[src/fpe_cfg.svh]
// Register offsets, command codes, field positions and timing counts
`ifndef FPE_CFG_SVH
`define FPE_CFG_SVH
`define FPE_OFS_CMD 8'h01
`define FPE_OFS_PAGE 8'h02
`define FPE_CMD_UNLOCK1 8'h73
`define FPE_CMD_UNLOCK2 8'h8c
`define FPE_CMD_PAGE_ERASE 8'h95
`define FPE_CMD_MASS_ERASE 8'h63
`define FPE_CMD_SECT_EN 8'h5e
`define FPE_SECT_RESET 8'h00
`define FPE_PAGE_RESET 8'h00
`define FPE_INFO_PAGE3 8'h83
`define FPE_INFO_BIT 7
`define FPE_ERASED_BYTE 8'hff
`define FPE_ADDR_PAGE_HI 15
`define FPE_ADDR_PAGE_LO 9
`define FPE_SECT_SHIFT 4
`define FPE_PROG_CYC 16'h0004
`define FPE_ERASE_CYC 16'h0010
`define FPE_ICP_DONE_BIT 3
`define FPE_INFO_ADDR_HI 12
`define FPE_INFO_ADDR_LO 6
`define FPE_OPT_RESET 1'h1
`endif

[src/fpe_pkg.sv]
// Types shared by the flash sequencer modules
package fpe_pkg;
  typedef enum logic [6:0] {
    FPE_LOCKED = 7'h01,
    FPE_UNL1 = 7'h02,
    FPE_UNL2 = 7'h04,
    FPE_UNL3 = 7'h08,
    FPE_OPEN = 7'h10,
    FPE_SECT = 7'h20,
    FPE_BUSY = 7'h40
  } fpe_state_t;
  typedef enum logic [1:0] {
    FPE_OP_PROG = 2'h0,
    FPE_OP_PAGE = 2'h1,
    FPE_OP_MASS = 2'h2
  } fpe_op_t;
endpackage

[src/fpe_timer_if.sv]
`timescale 1ns/1ps
// Start/done link between the sequencer and its operation timer
interface fpe_timer_if;
  logic start;
  logic [15:0] cycles;
  logic done;
  modport ctl (output start, output cycles, input done);
  modport tmr (input start, input cycles, output done);
endinterface

[src/fpe_timer.sv]
`timescale 1ns/1ps
// Operation duration timer: counts a loaded length, then pulses done
module fpe_timer (
  // Clock and reset
  input wire logic clk_sys,
  input wire logic rst_n,
  // Control link
  fpe_timer_if.tmr tif
);
  typedef struct packed {
    logic [15:0] cnt;
    logic run;
    logic done;
  } fpe_tmr_st_t;
  fpe_tmr_st_t s_r, s_nxt;
  always_comb
  begin
    s_nxt = s_r;
    s_nxt.done = 1'b0;
    if (tif.start)
    begin
      s_nxt.cnt = tif.cycles;
      s_nxt.run = 1'b1;
    end
    else if (s_r.run)
    begin
      if (s_r.cnt <= 16'h0001)
      begin
        s_nxt.run = 1'b0;
        s_nxt.done = 1'b1;
      end
      else
        s_nxt.cnt = s_r.cnt - 16'h0001;
    end
  end
  always_ff @(posedge clk_sys)
  begin
    if (!rst_n)
      s_r <= '0;
    else
      s_r <= s_nxt;
  end
  assign tif.done = s_r.done;
endmodule // fpe_timer

[src/fpe_flash_seq.sv]
`timescale 1ns/1ps
// Flash protection and program/erase sequencer
`include "fpe_cfg.svh"
// Summary of operation
// [RULE_01] Page, 73H, 8CH, same page unlocks
// [RULE_02] Other command while unlocked relocks
// [RULE_03] Program needs address 15:9 equal page
// [RULE_04] Sector is sixteen 512-byte pages
// [RULE_05] Sector guard writable only while locked
// [RULE_06] 5EH when locked redirects next 02H write
// [RULE_07] Reset clears all sector guard bits
// [RULE_08] Guard blocks CPU only, port ignores
// [RULE_09] Guard bits set only, never cleared
// [RULE_10] CPU main only; port main and info 3
// [RULE_11] Mass erase opens all; page only page (code: any page erase opens every page until another command)
// [RULE_12] Erased reads FFH; program clears bits only
// [RULE_13] Host and CPU use their write commands
// [RULE_14] CPU halted during CPU program or erase
// [RULE_15] Other command ends programming mode
// [RULE_16] Page erase FFH, CPU needs unprotected sector
// [RULE_17] 95H while unlocked starts page erase
// [RULE_18] Port erase done on status bit 3, relock (code: done is the port_done pulse; status bit 3 means byte program busy)
// [RULE_19] Info page erase needs bit 7, CPU refused
// [RULE_20] Mass erase from port only, all FFH
// [RULE_21] 63H while unlocked starts mass erase
// [RULE_22] Mass erase never touches info area
// [RULE_23] Protected info erase needs prior mass erase
// [RULE_24] Info area uses same unlock, no sectors
// [RULE_25] Sector index is page divided by sixteen
module fpe_flash_seq (
  // Clock and reset
  input wire logic clk_sys,
  input wire logic rst_n,
  // Register file access (CPU or port)
  input wire logic reg_wr,
  input wire logic reg_from_port,
  input wire logic [7:0] reg_addr,
  input wire logic [7:0] reg_wdata,
  output logic [7:0] status_rdata,
  output logic [7:0] page_rdata,
  output logic [7:0] guard_rdata,
  // Byte program requests
  input wire logic prog_req,
  input wire logic prog_from_port,
  input wire logic [15:0] prog_addr,
  input wire logic [7:0] prog_data,
  input wire logic [7:0] prog_old,
  // Option bits
  input wire logic protect_opt,
  // Flash array strobes
  output logic arr_prog,
  output logic [15:0] arr_addr,
  output logic [7:0] arr_data,
  output logic arr_info,
  output logic arr_page_erase,
  output logic arr_mass_erase,
  output logic [6:0] arr_page,
  // CPU and port status
  output logic cpu_halt,
  output logic port_done
);
  typedef struct packed {
    fpe_pkg::fpe_state_t st;
    fpe_pkg::fpe_op_t op;
    logic [7:0] page;
    logic [7:0] guard;
    logic by_port;
    logic mass_done;
    logic prog_any;
    logic prog_page;
    logic halt;
    logic done;
    logic aprog;
    logic [15:0] aaddr;
    logic [7:0] adata;
    logic ainfo;
    logic apage;
    logic amass;
    logic [7:0] stat;
    logic opt_q1;
    logic opt_q2;
  } fpe_st_t;
  fpe_st_t s_r, s_nxt;
  fpe_timer_if tif ();
  logic t_start;
  logic [15:0] t_cyc;
  logic page_hit;
  logic info_hit;
  logic cpu_prog_ok;
  logic port_prog_ok;
  logic erase_ok;
  logic [2:0] sect_idx;
  logic page_guarded;
  logic is_info;
  logic cmd_wr, page_wr;

  fpe_timer u_timer (
    .clk_sys(clk_sys),
    .rst_n(rst_n),
    .tif(tif)
  );
  assign tif.start = t_start;
  assign tif.cycles = t_cyc;

  assign sect_idx = s_r.page[6:`FPE_SECT_SHIFT]; // RULE_25 RULE_04
  assign page_guarded = s_r.guard[sect_idx]; // RULE_08
  assign is_info = s_r.page[`FPE_INFO_BIT]; // RULE_24
  assign cmd_wr = reg_wr && (reg_addr == `FPE_OFS_CMD);
  assign page_wr = reg_wr && (reg_addr == `FPE_OFS_PAGE);

  // Every main-memory byte must sit inside the selected page
  assign page_hit = prog_addr[`FPE_ADDR_PAGE_HI:`FPE_ADDR_PAGE_LO] == s_r.page[6:0]; // RULE_03
  assign info_hit = prog_addr[`FPE_INFO_ADDR_HI:`FPE_INFO_ADDR_LO] == s_r.page[6:0]; // RULE_24
  // CPU writes only where an earlier page or mass erase opened the way, until another command closes it
  assign cpu_prog_ok = !prog_from_port && !is_info && !page_guarded && page_hit &&
    (s_r.prog_any || s_r.prog_page); // RULE_08 RULE_10 RULE_11
  // Port ignores the guard and may reach information page 3
  assign port_prog_ok = prog_from_port && ((!is_info && page_hit) ||
    (s_r.page == `FPE_INFO_PAGE3 && info_hit)); // RULE_10 RULE_24
  // A refused page erase relocks, so the caller must unlock again
  assign erase_ok = (!is_info && (reg_from_port || !page_guarded)) ||
    (is_info && reg_from_port && s_r.page == `FPE_INFO_PAGE3 &&
    (!s_r.opt_q2 || s_r.mass_done)); // RULE_16 RULE_19 RULE_23

  always_comb
  begin
    s_nxt = s_r;
    t_start = 1'b0;
    t_cyc = `FPE_PROG_CYC;
    s_nxt.done = 1'b0;
    s_nxt.aprog = 1'b0;
    s_nxt.apage = 1'b0;
    s_nxt.amass = 1'b0;
    // Option pin is outside this clock domain: two flops before use
    s_nxt.opt_q1 = protect_opt;
    s_nxt.opt_q2 = s_r.opt_q1;
    unique case (s_r.st)
      fpe_pkg::FPE_LOCKED:
      begin
        if (page_wr)
        begin
          s_nxt.page = reg_wdata;
          s_nxt.st = fpe_pkg::FPE_UNL1; // RULE_01
        end
        else if (cmd_wr && reg_wdata == `FPE_CMD_SECT_EN)
          s_nxt.st = fpe_pkg::FPE_SECT; // RULE_06 RULE_05
      end
      fpe_pkg::FPE_SECT:
      begin
        if (page_wr)
        begin
          s_nxt.guard = s_r.guard | reg_wdata; // RULE_09 RULE_06
          s_nxt.st = fpe_pkg::FPE_LOCKED;
        end
        else if (cmd_wr)
          s_nxt.st = fpe_pkg::FPE_LOCKED;
      end
      fpe_pkg::FPE_UNL1:
      begin
        if (cmd_wr)
          s_nxt.st = (reg_wdata == `FPE_CMD_UNLOCK1) ? fpe_pkg::FPE_UNL2 : fpe_pkg::FPE_LOCKED;
        else if (page_wr)
          s_nxt.page = reg_wdata; // Restarts the sequence with a new page
      end
      fpe_pkg::FPE_UNL2:
      begin
        if (cmd_wr)
          s_nxt.st = (reg_wdata == `FPE_CMD_UNLOCK2) ? fpe_pkg::FPE_UNL3 : fpe_pkg::FPE_LOCKED;
        else if (page_wr)
          s_nxt.st = fpe_pkg::FPE_LOCKED; // RULE_01
      end
      fpe_pkg::FPE_UNL3:
      begin
        if (page_wr)
          s_nxt.st = (reg_wdata == s_r.page) ? fpe_pkg::FPE_OPEN : fpe_pkg::FPE_LOCKED; // RULE_01
        else if (cmd_wr)
          s_nxt.st = fpe_pkg::FPE_LOCKED;
      end
      fpe_pkg::FPE_OPEN:
      begin
        if (cmd_wr && reg_wdata == `FPE_CMD_PAGE_ERASE)
        begin
          // RULE_17 RULE_16 RULE_19 RULE_23
          if (erase_ok)
          begin
            s_nxt.st = fpe_pkg::FPE_BUSY;
            s_nxt.op = fpe_pkg::FPE_OP_PAGE;
            s_nxt.by_port = reg_from_port;
            s_nxt.halt = !reg_from_port; // RULE_14
            s_nxt.apage = 1'b1;
            s_nxt.ainfo = is_info;
            t_start = 1'b1;
            t_cyc = `FPE_ERASE_CYC;
          end
          else
            s_nxt.st = fpe_pkg::FPE_LOCKED;
        end
        else if (cmd_wr && reg_wdata == `FPE_CMD_MASS_ERASE)
        begin
          if (reg_from_port) // RULE_20 RULE_21
          begin
            s_nxt.st = fpe_pkg::FPE_BUSY;
            s_nxt.op = fpe_pkg::FPE_OP_MASS;
            s_nxt.by_port = 1'b1;
            s_nxt.amass = 1'b1;
            s_nxt.ainfo = 1'b0; // RULE_22
            t_start = 1'b1;
            t_cyc = `FPE_ERASE_CYC;
          end
          // CPU mass erase code is ignored and the controller stays open
        end
        else if (cmd_wr)
        begin
          s_nxt.st = fpe_pkg::FPE_LOCKED; // RULE_02 RULE_15
          s_nxt.prog_any = 1'b0;
          s_nxt.prog_page = 1'b0;
        end
        else if (page_wr && !reg_from_port)
          s_nxt.st = fpe_pkg::FPE_LOCKED; // CPU page write relocks
        else if (prog_req)
        begin
          // RULE_03 RULE_10 RULE_11 RULE_08 RULE_12 RULE_13
          // A refused byte is dropped without relocking
          if (cpu_prog_ok || port_prog_ok)
          begin
            s_nxt.st = fpe_pkg::FPE_BUSY;
            s_nxt.op = fpe_pkg::FPE_OP_PROG;
            s_nxt.by_port = prog_from_port;
            s_nxt.halt = !prog_from_port; // RULE_14
            s_nxt.aprog = 1'b1;
            s_nxt.aaddr = prog_addr;
            s_nxt.adata = prog_data & prog_old; // RULE_12
            s_nxt.ainfo = is_info;
            t_start = 1'b1;
          end
        end
      end
      fpe_pkg::FPE_BUSY:
      begin
        if (tif.done)
        begin
          s_nxt.halt = 1'b0; // RULE_14
          if (s_r.op == fpe_pkg::FPE_OP_PROG)
            s_nxt.st = fpe_pkg::FPE_OPEN; // Page stays open for more bytes
          else
          begin
            s_nxt.st = fpe_pkg::FPE_LOCKED; // RULE_18
            s_nxt.done = s_r.by_port; // RULE_18
            if (s_r.op == fpe_pkg::FPE_OP_MASS)
            begin
              s_nxt.mass_done = 1'b1; // RULE_23
              s_nxt.prog_any = 1'b1; // RULE_11
            end
            else
              s_nxt.prog_page = 1'b1; // RULE_11
          end
        end
      end
      default:
        s_nxt.st = fpe_pkg::FPE_LOCKED;
    endcase
    case (s_nxt.st)
      fpe_pkg::FPE_UNL2: s_nxt.stat = 8'h01;
      fpe_pkg::FPE_UNL3: s_nxt.stat = 8'h02;
      fpe_pkg::FPE_OPEN: s_nxt.stat = 8'h03;
      fpe_pkg::FPE_SECT: s_nxt.stat = 8'h04;
      fpe_pkg::FPE_BUSY:
        s_nxt.stat = (s_nxt.op == fpe_pkg::FPE_OP_PROG) ? 8'h08 :
                     (s_nxt.op == fpe_pkg::FPE_OP_PAGE) ? 8'h10 : 8'h20;
      default: s_nxt.stat = 8'h00;
    endcase
  end

  always_ff @(posedge clk_sys)
  begin
    if (!rst_n)
    begin
      s_r <= '0;
      s_r.st <= fpe_pkg::FPE_LOCKED;
      s_r.guard <= `FPE_SECT_RESET; // RULE_07
      s_r.page <= `FPE_PAGE_RESET;
      // Treat the part as protected until the option pin has been seen
      s_r.opt_q1 <= `FPE_OPT_RESET;
      s_r.opt_q2 <= `FPE_OPT_RESET;
    end
    else
      s_r <= s_nxt;
  end

  assign status_rdata = s_r.stat;
  assign page_rdata = s_r.page;
  assign guard_rdata = s_r.guard;
  assign arr_prog = s_r.aprog;
  assign arr_addr = s_r.aaddr;
  assign arr_data = s_r.adata;
  assign arr_info = s_r.ainfo;
  assign arr_page_erase = s_r.apage;
  assign arr_mass_erase = s_r.amass;
  assign arr_page = s_r.page[6:0];
  assign cpu_halt = s_r.halt;
  assign port_done = s_r.done; // RULE_18
endmodule // fpe_flash_seq

[config.mk]
export PLATFORM = sky130hd
export DESIGN_NAME = fpe_flash_seq
export DESIGN_NICKNAME = d
export VERILOG_FILES = /design/src/fpe_pkg.sv /design/src/fpe_timer_if.sv /design/src/fpe_timer.sv /design/src/fpe_flash_seq.sv
export VERILOG_INCLUDE_DIRS = /design/src
export SDC_FILE = /design/constraint.sdc
export NUM_CORES = 1
export LEC_CHECK = 0
export ABC_CLOCK_PERIOD_IN_PS = 6050
export BUFFER_PORTS_ARGS = -buffer_cell sky130_fd_sc_hd__buf_2
export CAP_MARGIN = 20
export CORE_MARGIN = 2
export CORE_UTILIZATION = 50
export CTS_CLUSTER_DIAMETER = 60
export CTS_CLUSTER_SIZE = 30
export DETAILED_ROUTE_END_ITERATION = 10
export HOLD_SLACK_MARGIN = 0.02
export PLACE_DENSITY = 0.73
export SYNTH_ARGS = -nofsm -noshare
export SYNTH_HDL_FRONTEND = slang
export SYNTH_SLANG_ARGS = --single-unit
[constraint.sdc]
create_clock -name clk_sys -period 6.05 [get_ports clk_sys]
set_clock_uncertainty 0.1 [all_clocks]
set_input_delay 1.21 -clock clk_sys [delete_from_list [all_inputs] [get_ports clk_sys]]
set_output_delay 1.21 -clock clk_sys [all_outputs]
set_load 0.03 [all_outputs]
==> run summary, run 1 <==
==============================================================================
Number of buffer cells added on primary ports ...................          113
Via count of the first global-routing pass ......................        3,632
Cell count after placement ......................................          694
EDFF count, synth ...............................................            0
Number of clock buffers inserted by TritonCTS ...................            9
Cell variety after synth ........................................           66
N_diodes ........................................................            0
Total congestion overflow .......................................            0
Via count .......................................................        3,897
TNS Setup .......................................................         0 ns
Req. time, crit path ............................................      6.24 ns
Antenna viol nets, final ........................................            0
Die boundary height .............................................      98.7 um
Wire length of the first global-routing pass ....................    17,000 um
Kind of capture point of the worst setup path ...................    flip-flop
GRT Util Overall ................................................        21.4%
Clock transition at the registers of the reported paths .........      0.09 ns
H-Tree Level Count ..............................................            3
Hold-critical path depth ........................................            1
Post-synthesis sequential element count .........................           85
Count of nets after finishing ...................................          654
Maximum number of pins on one net before global-route repair ....           56
Antenna violations before repair ................................            0
Crit share post-route ...........................................        57.7%
Worst relative slew slack .......................................        30.9%
Sequential cell area ............................................ 0.00170 sq mm
Sum of routed wire length over all layers .......................    10,500 um
Average vias per placed instance ................................         5.49
Unrepaired setup endpoints after global routing .................           no
Post-DP HPWL ....................................................      7710 um
Max cap viols ...................................................            0
Average wire length per cell after detail routing ...............      14.8 um
Most instantiated cells after synthesis ......................... 85 x sky130_fd_sc_hd__dfxtp_1, 71 x sky130_fd_sc_hd__nor2_1, 66 x sky130_fd_sc_hd__nand2_1, 55 x sky130_fd_sc_hd__buf_4, 46 x sky130_fd_sc_hd__a21oi_1
Tmin final ......................................................      3.49 ns
Post-synthesis instance area .................................... 0.00448 sq mm
Cell taking the most area after synthesis ....................... sky130_fd_sc_hd__dfxtp_1
Resized cells post-CTS ..........................................            0
Die extent in x .................................................      98.7 um
Pre-Repair DR Iteration Count ...................................            7
Full die area ................................................... 0.00973 sq mm
Final routed DRC violation total ................................            0
Number of placed I/O pins .......................................          116
Yosys Warn Count ................................................            0
Worst setup path class ..........................................       in2reg
TritonCTS Sinks .................................................           85
Final setup margin ..............................................      2.56 ns
Total of fill cells in the finished design ......................          801
Starting Density ................................................        51.4%
Number of standard cells in the layout, taps in and fillers out .          710
Layout Area Growth over Synthesis ...............................        8.91%
Bufs on Longest Clock Path ......................................            2
Post-synth ARST share ...........................................           0%
Leakage power of the design .....................................      2.01 nW
Number of core rows .............................................           34
Top fanout value on the critical path ...........................           27
Routability-driven placement congestion ratio ...................        0.885
R2r worst-path depth ............................................            7
Actual slew at the worst max-slew pin ...........................      1.03 ns
Most area-consuming cells after synthesis ....................... sky130_fd_sc_hd__dfxtp_1 38%, sky130_fd_sc_hd__buf_4 9.2%, sky130_fd_sc_hd__nor2_1 5.9%
CTS root buf .................................................... sky130_fd_sc_hd__clkbuf_8
Cells after synthesis ...........................................          549
Post-CTS setup buffer count .....................................            0
Starting DRT DRC Count ..........................................          269
Run status ...................................................... finished clean
Clk_lat worst skew ..............................................      0.37 ns
Share of the yosys chip area belonging to registers .............        38.0%
Area fraction of the dominant cell type after synthesis .........        38.0%
Hold Buf Count CTS ..............................................            0
Achievable frequency ............................................      286 MHz
Final Hold Viols ................................................            0
Setup-failing EPs final .........................................            0
Class of the worst hold path ....................................      reg2reg
Pwr/cell area ...................................................  209 mW/mm^2
Most common flop cell mapped by yosys ........................... sky130_fd_sc_hd__dfxtp_1
TritonCTS clock tree ............................................         done
Area of the core ................................................ 0.00872 sq mm
Final Max Slew Viols ............................................            0
Most common cell in the netlist ................................. sky130_fd_sc_hd__dfxtp_1
Layout cell share with drive strength beyond 1 ..................        24.6%
Pre-CTS worst setup slack .......................................      2.20 ns
Finished layout cell area ....................................... 0.00488 sq mm
Cell area after placement ....................................... 0.00468 sq mm
Peak supply drop ................................................       103 uV
Startpoint class of the critical path ........................... primary input
Multi-input logic area .......................................... 0.00223 sq mm
CP Data Arrival Time ............................................      3.68 ns
Mean cell area of the mapped netlist ............................   8.16 sq um
==============================================================================
[metal layers]
metal  part of all wire (%)  vias up  GRT usage, %
met5                      0        -             0
li1                       -     1915             -
met1                     45     1808          29.2
met4                    1.8        0          8.11
met3                    7.0       18          4.11
met2                     46      156          33.6
[stage by stage]
step	hold WS, ns	power [mW]	utilization, %
2_1_floorplan	0.286	0.599	-
3_3_place_gp	0.298	0.626	53.7
3_5_place_dp	0.301	0.627	53.7
4_1_cts	0.324	1.03	56.0
5_1_grt	0.332	1.06	56.0
6_report	0.320	1.02	56.0
[path summary, 6_finish.rpt]
kind                                         to          start  slack (ns)
worst max-delay path            status_rdata[3]   prog_addr[9]        2.56
worst max register to register  status_rdata[3]  page_rdata[7]        2.68
worst min register to register           s_r[0]       s_nxt[0]        0.32
worst min-delay path                     s_r[0]       s_nxt[0]        0.32
[power by group]
group	switching, mW	internal (mW)	total [mW]
Clock	0.239	0.164	0.404
Combinational	0.0314	0.0226	0.0540
Sequential	0.000345	0.560	0.560
[cell type report]
| type | instances | share of cell area (%) |
|---|---|---|
| Tap cell | 108 | 2.77 |
| Clock inverter | 7 | 1.56 |
| Clock buffer | 9 | 2.54 |
| Inverter | 12 | 0.923 |
| Sequential cell | 85 | 34.9 |
| Timing Repair Buffer | 113 | 11.6 |
| Multi-Input combinational cell | 376 | 45.7 |
[cells by family (layout without fill, tap and decap cells)]
logic type / Yosys count / count (layout) / synth area share [%]
simple gates: 239 / 239 / 26.8
buf+inv: 89 / 141 / 12.3
compound gates: 85 / 85 / 12.4
flops: 85 / 85 / 38.0
xor+xnor: 34 / 34 / 6.81
mux: 14 / 14 / 3.16
fa+ha+maj: 2 / 2 / 0.558
other cells: 1 / 2 / 0.0837
[worst max-delay path: stages]
cell	delay, ns
sky130_fd_sc_hd__buf_2	0.12
sky130_fd_sc_hd__xnor2_1	0.16
sky130_fd_sc_hd__nand4_1	0.15
sky130_fd_sc_hd__nor4_1	0.32
sky130_fd_sc_hd__o21a_1	0.32
sky130_fd_sc_hd__nand3_1	0.79
sky130_fd_sc_hd__nand2_1	0.40
sky130_fd_sc_hd__nor3b_1	0.21
[flip-flops by register name (all words and copies together) (netlist names)]
register          cells
u_timer.tif.done      1
arr_mass_erase        1
port_done             1
u_timer.s_r          17
guard_rdata           8
arr_prog              1
arr_addr             16
s_r                  14
page_rdata            8
s_nxt                 1
arr_page_erase        1
cpu_halt              1
arr_info              1
arr_data              8
status_rdata          6
[cell usage in the layout (no fill, tap or decap), types with 3 or more instances in the layout]
cell type,netlist,routed
sky130_fd_sc_hd__nand2b_1,8,8
sky130_fd_sc_hd__nor3_1,14,14
sky130_fd_sc_hd__nand4b_1,3,3
sky130_fd_sc_hd__nor4_1,6,6
sky130_fd_sc_hd__xor2_1,6,6
sky130_fd_sc_hd__nor2_1,71,71
sky130_fd_sc_hd__nand3_1,19,19
sky130_fd_sc_hd__nor2b_1,6,6
sky130_fd_sc_hd__xnor2_1,27,27
sky130_fd_sc_hd__and2_1,4,4
sky130_fd_sc_hd__nor4bb_1,3,3
sky130_fd_sc_hd__nand3b_1,3,3
sky130_fd_sc_hd__and3_1,6,6
sky130_fd_sc_hd__nand2_1,66,66
sky130_fd_sc_hd__mux2i_1,13,13
sky130_fd_sc_hd__o21ai_0,6,6
sky130_fd_sc_hd__a22oi_1,3,3
sky130_fd_sc_hd__buf_2,8,113
sky130_fd_sc_hd__dfxtp_1,85,85
sky130_fd_sc_hd__nand4_1,6,6
sky130_fd_sc_hd__inv_8,0,3
sky130_fd_sc_hd__a21oi_1,46,46
sky130_fd_sc_hd__clkbuf_8,0,9
sky130_fd_sc_hd__a31oi_1,4,4
sky130_fd_sc_hd__inv_1,11,11
sky130_fd_sc_hd__nor3b_1,5,5
No activity file was read; power rests on OpenSTA's default activity.
==> run 2: changes to the inputs <==
Settings changed: ABC_CLOCK_PERIOD_IN_PS 6050 to 2800, CORE_UTILIZATION 50 to 48.
Clock period 6.05 ns to 2.8 ns, I/O delays scaled along.
==> run 2 against run 1 <==
Net effect:
- flip-flop and latch count is the same
- design area grew 3.4%
- die area grew 4.0%
- critical path type is now reg2reg
- clock power grew 110%
- highest routed layer unchanged
==> run summary, run 2 (synthesis gave the netlist of run 1 again) <==
==============================================================================
Run status ...................................................... finished clean
TritonCTS clock tree ............................................         done
Portion of total power attributed to sequential cells ...........        55.4%   +0.4 points
Switching fraction of total power ...............................        26.5%   -0.15 points
H-Tree Level Count ..............................................            3   unchanged
Die extent in x .................................................       101 um   +2.0%
Standard cell with the maximum stage delay on the critical path . sky130_fd_sc_hd__dfxtp_1
Post-DP HPWL ....................................................      8100 um   +5.1%
Finished layout cell area ....................................... 0.00505 sq mm   +3.4%
TNS Setup .......................................................         0 ns   unchanged
Clock transition at the registers of the reported paths .........      0.11 ns   +0.02 ns
Setup-failing EPs final .........................................            0   unchanged
Resized cells post-CTS ..........................................            0   unchanged
Class of the worst hold path ....................................       in2reg
Wire length of the first global-routing pass ....................    17,600 um   +3.3%
Number of placed I/O pins .......................................          116   unchanged
Full die area ................................................... 0.0101 sq mm   +4.0%
Top fanout value on the critical path ...........................            8   -70%
Commonest cells after routing, fill and taps aside .............. 113 x sky130_fd_sc_hd__buf_2, 85 x sky130_fd_sc_hd__dfxtp_1, 71 x sky130_fd_sc_hd__nor2_1, 66 x sky130_fd_sc_hd__nand2_1, 46 x sky130_fd_sc_hd__a21oi_1
Post-CTS setup buffer count .....................................            0   unchanged
Starting DRT DRC Count ..........................................          257   -4.5%
Worst relative slew slack .......................................        54.4%   +23 points
Number of buffer cells added on primary ports ...................          113   unchanged
Actual slew at the worst max-slew pin ...........................     0.683 ns   -0.350 ns
Layout Area Growth over Synthesis ...............................        12.6%
Final Max Slew Viols ............................................            0   unchanged
Internal power summed over all cells ............................      1.61 mW   +120%
Tmin final ......................................................      2.58 ns
Top register by number of flip-flops ............................  u_timer.s_r
Die boundary height .............................................       101 um   +2.0%
Pre-Repair DR Iteration Count ...................................            5   -2
Final routed DRC violation total ................................            0   unchanged
Count of nets after finishing ...................................          674   +3.1%
GRT Util Overall ................................................        21.7%   +0.33 points
Average wire length per cell after detail routing ...............      14.8 um   +0.18%
Average vias per placed instance ................................         5.42   -1.3%
Reg2Reg Capture Point ........................................... status_rdata[1]
Total net switching power .......................................     0.579 mW   +110%
Antenna viol nets, final ........................................            0   unchanged
CTS root buf .................................................... sky130_fd_sc_hd__clkbuf_8
Maximum number of pins on one net before global-route repair ....           40   -29%
Max cap viols ...................................................            0   unchanged
Kind of capture point of the worst setup path ...................    flip-flop
Dominant delay contributor by cell family on the critical path .. compound AO/OA/AOI/OAI gates
Hold Buf Count CTS ..............................................            0   unchanged
Req. time, crit path ............................................      2.93 ns   -3.31 ns
Worst setup path class ..........................................      reg2reg
Crit share post-route ...........................................        92.2%
Most common library cell in the layout ignoring fill and taps ... sky130_fd_sc_hd__buf_2
Clk_lat worst skew ..............................................      0.37 ns   about the same
R2r worst-path depth ............................................            8   +1
Hold-critical path depth ........................................            2   +1
Relative contribution of combinational cells to total power .....         5.6%   +0.3 points
TritonCTS Sinks .................................................           85   unchanged
Layout cell share with drive strength beyond 1 ..................        27.0%   +2.4 points
Startpoint class of the critical path ...........................    flip-flop
Leakage power of the design .....................................      2.11 nW   +4.8%
Max reg flops ...................................................           17   unchanged
Area of the core ................................................ 0.00915 sq mm   +4.9%
Max incr delay on CP ............................................      0.51 ns   -0.28 ns
Antenna violations before repair ................................            0   unchanged
Number of clock buffers inserted by TritonCTS ...................            9   unchanged
Reg2Reg Launch Point ............................................ page_rdata[5]
Number of buffer and inverter stages on the critical path .......            1   unchanged
Number of core rows .............................................           35   +2.9%
Routability-driven placement congestion ratio ...................        0.971   +9.7%
Achievable frequency ............................................      387 MHz
Bufs on Longest Clock Path ......................................            2   unchanged
Pwr/cell area ...................................................  433 mW/mm^2   +110%
Critical path cell sequence ..................................... buf_4 -> mux2i_1 -> a22oi_1 -> a31oi_1 -> o21a_1 -> nand2_1 -> a221oi_1 -> a21oi_1
Sum of routed wire length over all layers .......................    10,800 um   +3.4%
CP Data Arrival Time ............................................      2.71 ns   -0.97 ns
Via count of the first global-routing pass ......................        3,749   +3.2%
Part of the total power dissipated in the clock network .........        39.1%   -0.6 points
Final Hold Viols ................................................            0   unchanged
Unrepaired setup endpoints after global routing .................           no
Total congestion overflow .......................................            0   unchanged
Starting Density ................................................        49.0%   -2.4 points
N_diodes ........................................................            0   unchanged
Slack of the worst reg-to-reg path ..............................      0.22 ns   -2.46 ns
Via count .......................................................        3,971   +1.9%
Worst Hold End ..................................................     s_nxt[0]
Min-Delay Startpoint ............................................  protect_opt
Peak supply drop ................................................       232 uV   +130%
Cell area after placement ....................................... 0.00486 sq mm   +3.8%
==============================================================================
## run 2: changes by cell type in the layout (fill, tap and decap cells not counted)
| cell | change |
|---|---|
| sky130_fd_sc_hd__buf_12 | +2 |
| sky130_fd_sc_hd__buf_4 | +18 |
| sky130_fd_sc_hd__clkinv_4 | -2 |
| sky130_fd_sc_hd__clkinv_8 | -1 |
| sky130_fd_sc_hd__clkinvlp_4 | +2 |
| sky130_fd_sc_hd__inv_6 | +2 |
| sky130_fd_sc_hd__inv_8 | -1 |
## run 2: power by group through the flow
stage / clock (mW) / sequential [mW] / combinational [mW]
finish: 0.854 / 1.21 / 0.122
CTS: 0.869 / 1.21 / 0.121
global route: 0.923 / 1.21 / 0.133
global placement: 0 / 1.24 / 0.118
detailed placement: 0 / 1.24 / 0.120
floorplan: 0 / 1.24 / 0.0567
## run 2: metal layers
metal / global-route usage [%] / share of wire [%] / vias to the layer above
met5: 0 / 0 / -
met4: 9.59 / 2.2 / 0
met3: 4.85 / 7.8 / 21
met2: 34.1 / 46 / 173
met1: 28.5 / 44 / 1821
li1: - / - / 1956
## run 2: final cells by class
| class | count | area, sq um |
|---|---|---|
| Clock buffer | 9 | 124 |
| Tap cell | 111 | 139 |
| Timing Repair Buffer | 133 | 741 |
| Fill cell | 863 | 4110 |
| Clock inverter | 7 | 63.8 |
| Sequential cell | 85 | 1700 |
| Inverter | 12 | 45.0 |
| Multi-Input combinational cell | 376 | 2230 |
## run 2: through the flow
step / power, mW / setup slack, ns / hold WS (ns) / cells / util (%)
2_1_floorplan: 1.29 / 0.358 / 0.286 / 550 / -
3_3_place_gp: 1.36 / 0.304 / 0.296 / 717 / 53.1
3_5_place_dp: 1.36 / 0.260 / 0.302 / 717 / 53.1
4_1_cts: 2.20 / 0.279 / 0.267 / 733 / 55.1
5_1_grt: 2.27 / 0.0467 / 0.305 / 733 / 55.1
6_report: 2.19 / 0.218 / 0.279 / 733 / 55.1
## run 2: how the worst max path moves through the flow
stage / start / cells past startpoint / slack (ns) / to
4_1_cts: page_rdata[4] / 7 / 0.28 / status_rdata[1]
5_1_grt: page_rdata[4] / 7 / 0.05 / status_rdata[4]
3_3_place_gp: reg_wdata[1] / 8 / 0.30 / cpu_halt
6_report: page_rdata[5] / 8 / 0.22 / status_rdata[1]
2_1_floorplan: reg_addr[4] / 9 / 0.36 / u_timer.s_r[10]
3_5_place_dp: prog_addr[9] / 8 / 0.26 / status_rdata[1]
